<file path="config.mk">
export PLATFORM = sky130hd
export DESIGN_NAME = uwc_wiper_ctrl
export DESIGN_NICKNAME = d
export VERILOG_FILES = /design/src/verilog/uwc_pkg.sv /design/src/verilog/uwc_wiper_ctrl.sv
export SDC_FILE = /design/constraint.sdc
export NUM_CORES = 1
export LEC_CHECK = 0
export BUFFER_PORTS_ARGS = -buffer_cell sky130_fd_sc_hd__buf_2
export CELL_PAD_IN_SITES_DETAIL_PLACEMENT = 1
export CELL_PAD_IN_SITES_GLOBAL_PLACEMENT = 1
export CORE_MARGIN = 10
export CORE_UTILIZATION = 39
export CTS_CLUSTER_SIZE = 16
export DETAILED_ROUTE_END_ITERATION = 8
export PLACE_DENSITY = 0.73
export REMOVE_ABC_BUFFERS = 1
export SYNTH_ARGS = -nofsm -noshare
export SYNTH_HDL_FRONTEND = slang
export SYNTH_SLANG_ARGS = --single-unit
export TNS_END_PERCENT = 5
</file>
<file path="constraint.sdc">
create_clock -name i_clk_sys -period 3.3 [get_ports i_clk_sys]
set_clock_uncertainty 0.05 [all_clocks]
set_input_delay 0.66 -clock i_clk_sys [delete_from_list [all_inputs] [get_ports i_clk_sys]]
set_output_delay 0.66 -clock i_clk_sys [all_outputs]
set_load 0.01 [all_outputs]
</file>
<file path="src/verilog/uwc_pkg.sv">
// shared constants and types for the wiper counter control section
package uwc_pkg;

  // ****************************************************************
  // counter and tap geometry
  // ****************************************************************
  localparam int unsigned CNT_W = 7;
  localparam int unsigned TAP_N = 100;
  localparam logic [CNT_W-1:0] CNT_MIN = 7'h00;
  localparam logic [CNT_W-1:0] CNT_MAX = 7'h63;
  localparam logic [CNT_W-1:0] CNT_ONE = 7'h01;
  localparam logic [CNT_W-1:0] CNT_RST = 7'h00;

  // ****************************************************************
  // timing
  // ****************************************************************
  localparam int unsigned CLK_PERIOD_NS = 5;
  localparam int unsigned NS_PER_MS = 1000000;
  // least deselect time after a storing deselect, in ms
  localparam int unsigned STORE_DESELECT_TIME_MS = 20;
  // longest time a store may occupy, rounded down to cycles
  localparam int unsigned STORE_CYC =
    (STORE_DESELECT_TIME_MS * NS_PER_MS) / CLK_PERIOD_NS;
  localparam int unsigned TMR_W = 32;
  localparam logic [TMR_W-1:0] TMR_ZERO = 32'h0000_0000;
  localparam logic [TMR_W-1:0] TMR_ONE = 32'h0000_0001;

  // ****************************************************************
  // types
  // ****************************************************************
  typedef struct packed {
    logic cs_n;   // device select, active low
    logic inc_n;  // step strobe, acts on falling edge
    logic up_dn;  // direction: high moves up
  } uwc_pins_t;

  typedef enum logic [3:0] {
    ST_RECALL  = 4'b0001,
    ST_ACTIVE  = 4'b0010,
    ST_STORE   = 4'b0100,
    ST_STANDBY = 4'b1000
  } uwc_state_t;

endpackage : uwc_pkg

</file>
<file path="src/verilog/uwc_wiper_ctrl.sv">
// wiper position counter, tap decoder and nonvolatile store control
//
// Behaviour
// - direction level chooses up or down
// - falling step edge moves one tap
// - steps honoured only while selected
// - deselect with strobe high stores count
// - after store, standby until reselected
// - seven-bit count, one of 100 taps
// - exactly one tap switch enabled
// - count saturates at both ends
// - power-up recalls last stored value
// - direction may change within one selection
`timescale 1ns/10ps

module uwc_wiper_ctrl #(
  parameter int unsigned STORE_CYCLES = uwc_pkg::STORE_CYC
) (
  input wire logic i_clk_sys,
  input wire logic i_reset_n,
  input wire uwc_pkg::uwc_pins_t i_pins,
  input wire logic [uwc_pkg::CNT_W-1:0] i_nv_rd_data,
  output logic [uwc_pkg::CNT_W-1:0] o_count,
  output logic [uwc_pkg::TAP_N-1:0] o_tap_sel,
  output logic o_standby,
  output logic o_nv_wr_en,
  output logic [uwc_pkg::CNT_W-1:0] o_nv_wr_data
);

  // ****************************************************************
  // helpers
  // ****************************************************************
  function automatic logic [uwc_pkg::TAP_N-1:0] tap_decode(
    input logic [uwc_pkg::CNT_W-1:0] c
  );
    tap_decode = {{(uwc_pkg::TAP_N-1){1'b0}}, 1'b1} << c;
  endfunction : tap_decode

  function automatic logic [uwc_pkg::CNT_W-1:0] clamp_count(
    input logic [uwc_pkg::CNT_W-1:0] c
  );
    // a corrupt stored word must not select a missing tap
    clamp_count = (c > uwc_pkg::CNT_MAX) ? uwc_pkg::CNT_MAX : c;
  endfunction : clamp_count

  localparam logic [uwc_pkg::TMR_W-1:0] STORE_LOAD =
    uwc_pkg::TMR_W'(STORE_CYCLES) - uwc_pkg::TMR_ONE;

  // ****************************************************************
  // edge detection
  // ****************************************************************
  logic inc_prev_q;
  logic cs_prev_q;
  uwc_pkg::uwc_state_t state_q;
  uwc_pkg::uwc_state_t state_d;
  logic [uwc_pkg::CNT_W-1:0] count_q;
  logic [uwc_pkg::CNT_W-1:0] count_d;
  logic [uwc_pkg::TMR_W-1:0] timer_q;
  logic inc_fall;
  logic cs_rise;
  logic step;

  always_ff @(posedge i_clk_sys or negedge i_reset_n) begin
    if (!i_reset_n) begin
      inc_prev_q <= 1'b1;
      cs_prev_q <= 1'b1;
    end else begin
      inc_prev_q <= i_pins.inc_n;
      cs_prev_q <= i_pins.cs_n;
    end
  end

  assign inc_fall = inc_prev_q & ~i_pins.inc_n;
  assign cs_rise = ~cs_prev_q & i_pins.cs_n;
  // a step on the same cycle as the select edge is dropped
  assign step = (state_q == uwc_pkg::ST_ACTIVE) & ~i_pins.cs_n &
                inc_fall;

  // ****************************************************************
  // control state machine
  // ****************************************************************
  always_comb begin
    state_d = state_q;
    case (state_q)
      uwc_pkg::ST_RECALL: begin
        state_d = uwc_pkg::ST_STANDBY;
      end
      uwc_pkg::ST_STANDBY: begin
        if (!i_pins.cs_n) begin
          state_d = uwc_pkg::ST_ACTIVE;
        end
      end
      uwc_pkg::ST_ACTIVE: begin
        if (cs_rise) begin
          if (i_pins.inc_n) begin
            state_d = uwc_pkg::ST_STORE;
          end else begin
            state_d = uwc_pkg::ST_STANDBY;
          end
        end
      end
      uwc_pkg::ST_STORE: begin
        // inputs are ignored until the write is done
        if (timer_q == uwc_pkg::TMR_ZERO) begin
          state_d = uwc_pkg::ST_STANDBY;
        end
      end
      default: begin
        state_d = uwc_pkg::ST_RECALL;
      end
    endcase
  end

  always_ff @(posedge i_clk_sys or negedge i_reset_n) begin
    if (!i_reset_n) begin
      state_q <= uwc_pkg::ST_RECALL;
    end else begin
      state_q <= state_d;
    end
  end

  always_ff @(posedge i_clk_sys or negedge i_reset_n) begin
    if (!i_reset_n) begin
      timer_q <= uwc_pkg::TMR_ZERO;
    end else if (state_q != uwc_pkg::ST_STORE) begin
      timer_q <= STORE_LOAD;
    end else if (timer_q != uwc_pkg::TMR_ZERO) begin
      timer_q <= timer_q - uwc_pkg::TMR_ONE;
    end
  end

  // ****************************************************************
  // position counter
  // ****************************************************************
  always_comb begin
    count_d = count_q;
    if (state_q == uwc_pkg::ST_RECALL) begin
      count_d = clamp_count(i_nv_rd_data);
    end else if (step) begin
      if (i_pins.up_dn) begin
        if (count_q != uwc_pkg::CNT_MAX) begin
          count_d = count_q + uwc_pkg::CNT_ONE;
        end
      end else if (count_q != uwc_pkg::CNT_MIN) begin
        count_d = count_q - uwc_pkg::CNT_ONE;
      end
    end
  end

  always_ff @(posedge i_clk_sys or negedge i_reset_n) begin
    if (!i_reset_n) begin
      count_q <= uwc_pkg::CNT_RST;
      o_tap_sel <= tap_decode(uwc_pkg::CNT_RST);
    end else begin
      count_q <= count_d;
      o_tap_sel <= tap_decode(count_d);
    end
  end

  assign o_count = count_q;

  // ****************************************************************
  // nonvolatile store and standby
  // ****************************************************************
  always_ff @(posedge i_clk_sys or negedge i_reset_n) begin
    if (!i_reset_n) begin
      o_nv_wr_en <= 1'b0;
      o_nv_wr_data <= uwc_pkg::CNT_RST;
      o_standby <= 1'b0;
    end else begin
      o_nv_wr_en <= (state_d == uwc_pkg::ST_STORE);
      if (state_q == uwc_pkg::ST_ACTIVE &&
          state_d == uwc_pkg::ST_STORE) begin
        o_nv_wr_data <= count_q;
      end
      o_standby <= (state_d == uwc_pkg::ST_STANDBY);
    end
  end

  // ****************************************************************
  // assertions
  // ****************************************************************
  property p_step_up;
    @(posedge i_clk_sys) disable iff (!i_reset_n)
    step && i_pins.up_dn && count_q != uwc_pkg::CNT_MAX
      |=> count_q == $past(count_q) + uwc_pkg::CNT_ONE;
  endproperty
  a_step_up: assert property (p_step_up)
    else $error("step up did not add one");

  property p_step_dn;
    @(posedge i_clk_sys) disable iff (!i_reset_n)
    step && !i_pins.up_dn && count_q != uwc_pkg::CNT_MIN
      |=> count_q == $past(count_q) - uwc_pkg::CNT_ONE;
  endproperty
  a_step_dn: assert property (p_step_dn)
    else $error("step down did not subtract one");

  property p_move_cause;
    @(posedge i_clk_sys) disable iff (!i_reset_n)
    $changed(count_q) |->
      $past(inc_fall) && $past(state_q) != uwc_pkg::ST_STORE ||
      $past(state_q) == uwc_pkg::ST_RECALL;
  endproperty
  a_move_cause: assert property (p_move_cause)
    else $error("count moved without a strobe edge");

  property p_unselected;
    @(posedge i_clk_sys) disable iff (!i_reset_n)
    i_pins.cs_n && state_q != uwc_pkg::ST_RECALL |=> $stable(count_q);
  endproperty
  a_unselected: assert property (p_unselected)
    else $error("count moved while deselected");

  property p_store_start;
    @(posedge i_clk_sys) disable iff (!i_reset_n)
    state_q == uwc_pkg::ST_ACTIVE && cs_rise && i_pins.inc_n
      |=> o_nv_wr_en && o_nv_wr_data == $past(count_q);
  endproperty
  a_store_start: assert property (p_store_start)
    else $error("storing deselect did not start a write");

  property p_store_hold;
    @(posedge i_clk_sys) disable iff (!i_reset_n)
    o_nv_wr_en ##1 o_nv_wr_en |-> $stable(o_nv_wr_data) && $stable(count_q);
  endproperty
  a_store_hold: assert property (p_store_hold)
    else $error("store data changed during write");

  property p_store_end;
    @(posedge i_clk_sys) disable iff (!i_reset_n)
    state_q == uwc_pkg::ST_STORE && timer_q == uwc_pkg::TMR_ZERO
      |=> o_standby && !o_nv_wr_en;
  endproperty
  a_store_end: assert property (p_store_end)
    else $error("no standby after store");

  property p_standby_hold;
    @(posedge i_clk_sys) disable iff (!i_reset_n)
    o_standby && i_pins.cs_n |=> o_standby;
  endproperty
  a_standby_hold: assert property (p_standby_hold)
    else $error("left standby while deselected");

  property p_no_store;
    @(posedge i_clk_sys) disable iff (!i_reset_n)
    state_q == uwc_pkg::ST_ACTIVE && cs_rise && !i_pins.inc_n
      |=> o_standby && !o_nv_wr_en;
  endproperty
  a_no_store: assert property (p_no_store)
    else $error("non-storing deselect wrote memory");

  property p_tap;
    @(posedge i_clk_sys) disable iff (!i_reset_n)
    $onehot(o_tap_sel) && o_tap_sel[o_count] &&
      o_count <= uwc_pkg::CNT_MAX;
  endproperty
  a_tap: assert property (p_tap)
    else $error("tap select not matching count");

  property p_sat;
    @(posedge i_clk_sys) disable iff (!i_reset_n)
    step && (i_pins.up_dn ? count_q == uwc_pkg::CNT_MAX :
             count_q == uwc_pkg::CNT_MIN) |=> $stable(count_q);
  endproperty
  a_sat: assert property (p_sat)
    else $error("count wrapped at an end");

  property p_recall;
    @(posedge i_clk_sys) disable iff (!i_reset_n)
    state_q == uwc_pkg::ST_RECALL
      |=> count_q == clamp_count($past(i_nv_rd_data)) ##1 o_standby;
  endproperty
  a_recall: assert property (p_recall)
    else $error("power-up recall failed");

  c_step_up: cover property (@(posedge i_clk_sys) step && i_pins.up_dn);
  c_store: cover property (@(posedge i_clk_sys)
    o_nv_wr_en ##1 !o_nv_wr_en);
  c_no_store: cover property (@(posedge i_clk_sys)
    state_q == uwc_pkg::ST_ACTIVE && cs_rise && !i_pins.inc_n);
  c_top: cover property (@(posedge i_clk_sys)
    step && count_q == uwc_pkg::CNT_MAX);

endmodule : uwc_wiper_ctrl

</file>
==> summary.txt <==
Outcome
  • Status: finished, final reports clean

Layout
  • Layout cells sized above 1: 30.6%
  • Multi-input gate area: 2440 sq um
  • FF/Latch Area: 3860 sq um
  • Final Util: 48.2%
  • Finished Layout Cells: 949
  • Most common cell after layout, fill and taps aside: dfrtp_1
  • Layout Area Growth over Synthesis: 21.7%
  • Nets: 731
  • Fill cells: 1827
  • Most frequent cells in the layout: 150 x dfrtp_1, 126 x buf_2, 92 x nor2_1
  • Diodes inserted: 0

Synthesis
  • Yosys cell types: 70
  • Post-synth top flop: dfrtp_1
  • Post-synth EDFFs: 0
  • Sequential share of the synthesized area: 59.0%
  • Synthesized cell area: 6540 sq um
  • Fraction of registers with async set/reset: 100%
  • Syn avg cell area: 11.0 sq um
  • Post-synthesis register bit count: 154
  • Synth warn: 0
  • Post-Synthesis Cells: 593

Worst setup path
  • Crit-path max cell delay: 0.52 ns
  • Critical Path End: o_tap_sel[26]
  • Worst setup path category: reg2reg
  • Worst Setup SP: o_count[1]
  • Worst-path fanout max: 12
  • R2R setup slack: 0.10 ns
  • Crit end category: register
  • CP startpoint kind: register
  • Worst endpoint data arrival time: 3.44 ns
  • Required time worst endpoint: 3.54 ns
  • Max stage delay cell, worst path: dfrtp_1
  • Worst path cell trace: inv_1, ha_1, nor3b_1, a21oi_2, a221o_1, nand2_2, clkinv_1, nand4_1, nor2_1
  • Worst reg2reg startpoint: o_count[1]
  • Reg2reg end: o_tap_sel[26]
  • Cell count of the worst reg-to-reg path: 9

Placement
  • Final HPWL DP: 13700 microns
  • Buffers on Ports: 127
  • DP Cell Count: 917
  • Final RePlAce weighted congestion: 0.888

Drt
  • DR pass1 iterations: 4
  • Post-DRT Antenna Nets: 0
  • Drt wl/cell: 20.9 microns
  • Vias after detailed routing: 5073
  • DRC violations left: 0
  • DR iter-0 viols: 281
  • Vias per cell: 5.35
  • Routed WL: 19900 microns

CTS
  • CTS clk-pin slew, worst paths: 0.07 ns
  • Num CTS Buffers: 17
  • Clock latency on the worst-skew pair: 0.43 ns
  • H-tree depth: 4
  • CTS root buffer: clkbuf_16
  • Clock Path Buffers: 2
  • PostCTS Resize Cnt: 0
  • Postcts setup bufs: 0
  • CTS tree: built
  • CTS sink count: 154
  • Cts hold-fix bufs: 0

STA
  • Worst slew margin: 40.1%
  • Min cycle time layout: 3.20 ns
  • Final worst-path cycle share: 96.9%
  • Tightest Pin Transition: 0.896 ns
  • Number of max-slew violations in the final report: 0
  • Fmax: 313 MHz
  • Final setup viols: 0
  • Fin. Hold Viols: 0

Power
  • Internal power: 3780 uW
  • Sequential share of power: 36.2%
  • Power per cell area: 822 nW/um^2
  • NetSw: 2770 uW
  • Comb power frac: 34.4%
  • Peak VDD IR: 0.641 mV
  • P_leak: 0.00379 uW
  • Net Sw Frac: 42.3%
  • Clock share of power: 29.4%

Flow run
  • Max_cap viols: 0

Global routing
  • Largest net degree at the start of global routing: 67
  • Vias in the first global route: 5567
  • Overall Global Routing Usage: 18.3%
  • Antenna violations before repair: 1
  • Global route total overflow: 0
  • First-pass GRT wire length: 31800 microns

Die
  • Io pins: 128
  • DIE WIDTH: 150 microns
  • # rows: 47
  • Die Area: 22400 sq um
  • Core ar.: 16500 sq um
  • Die Height: 150 microns
  • Initial Util: 39.6%

Hold path
  • Hold Path Class: in2async
-- area by class of cell --
cell class / instances / share of cell area, %
Sequential cell: 154 / 48.4
Multi-Input combinational cell: 393 / 30.6
Timing Repair Buffer: 140 / 9.75
Clock buffer: 17 / 5.34
Tap cell: 220 / 3.46
Clock inverter: 15 / 1.96
Inverter: 10 / 0.471
-- worst max-delay path: cells and delay by family, from the launching register on --
kind | cells | cell delay (ns)
adders and majority gates | 1 | 0.23
buffers and inverters | 2 | 0.50
and+or+nand+nor | 4 | 1.09
AOI/OAI and AO/OA | 2 | 0.66
DFF | 1 | 0.52
-- power groups by stage --
stage,logic (uW),clock network [uW],registers (uW)
floorplan,1230,0,2420
global route,2460,2060,2410
global placement,2170,0,2400
finish,2250,1930,2370
CTS,2260,1960,2370
detailed placement,2230,0,2400
-- worst min path at each step --
stage                               start              end  slack, ns  cells after the start
after floorplan                 i_reset_n       o_count[0]       0.31                      0
after global placement    o_nv_wr_data[3]  o_nv_wr_data[3]       0.43                      1
after detailed placement  o_nv_wr_data[3]  o_nv_wr_data[3]       0.44                      1
after CTS                       i_reset_n       timer_q[0]       0.19                      1
after global routing            i_reset_n       timer_q[7]       0.21                      1
final                           i_reset_n       timer_q[9]       0.17                      1
-- state kept, by name, summed over array words and instances (netlist names) --
signal        flops
cs_prev_q         1
inc_prev_q        1
o_count           7
o_nv_wr_data      7
o_nv_wr_en        1
o_standby         1
o_tap_sel       100
state_q           4
timer_q          32
-- Yosys cell counts, types with 6 or more instances --
cell type  number  area, sq um
nor3_1         46          230
o21ai_0         8         40.0
a21oi_1        16         80.1
clkbuf_1       14         52.6
nand4_1        11         68.8
inv_1           8         30.0
nand2_1        40          150
nor3_2         16          160
or3_1           6         37.5
xnor2_1        15          131
nor2_1         92          345
dfrtp_1       150         3750
nor4_1          7         43.8
a21o_1          6         45.0
xor2_1         13          114
mux2_2          7         78.8
nand3_1        26          130
buf_2          10         50.1
buf_6           8         90.1
-- routing by layer --
layer | part of all wire (%) | global-route usage (%)
met3 | 5.7 | 6.19
met4 | 2.4 | 7.31
met1 | 41 | 22.0
met5 | 0.091 | 0
met2 | 50 | 29.5
-- cells by family (layout without fill, tap and decap cells) --
kind of cell | after synthesis | after routing | synth area share, %
and+or+nand+nor | 286 | 286 | 23.7
DFF | 154 | 154 | 59.0
AOI/OAI and AO/OA | 67 | 67 | 7.51
buffers and inverters | 46 | 182 | 3.98
xor gates and xnor gates | 28 | 28 | 3.75
muxes | 9 | 9 | 1.51
adders and majority gates | 3 | 3 | 0.574
-- metrics by stage --
step	area [sq um]	worst slack, ns	TNS [ns]	total power, uW	hold WS (ns)
2_1_floorplan	6320	-0.135	-5.19	3650	0.314
3_3_place_gp	7380	0.364	0	4570	0.433
3_5_place_dp	7380	0.193	0	4630	0.442
4_1_cts	7960	0.153	0	6590	0.195
5_1_grt	7970	-0.0299	-0.0760	6920	0.211
6_report	7970	0.101	0	6550	0.171
Note: power is estimated with default switching activity, not from simulation.
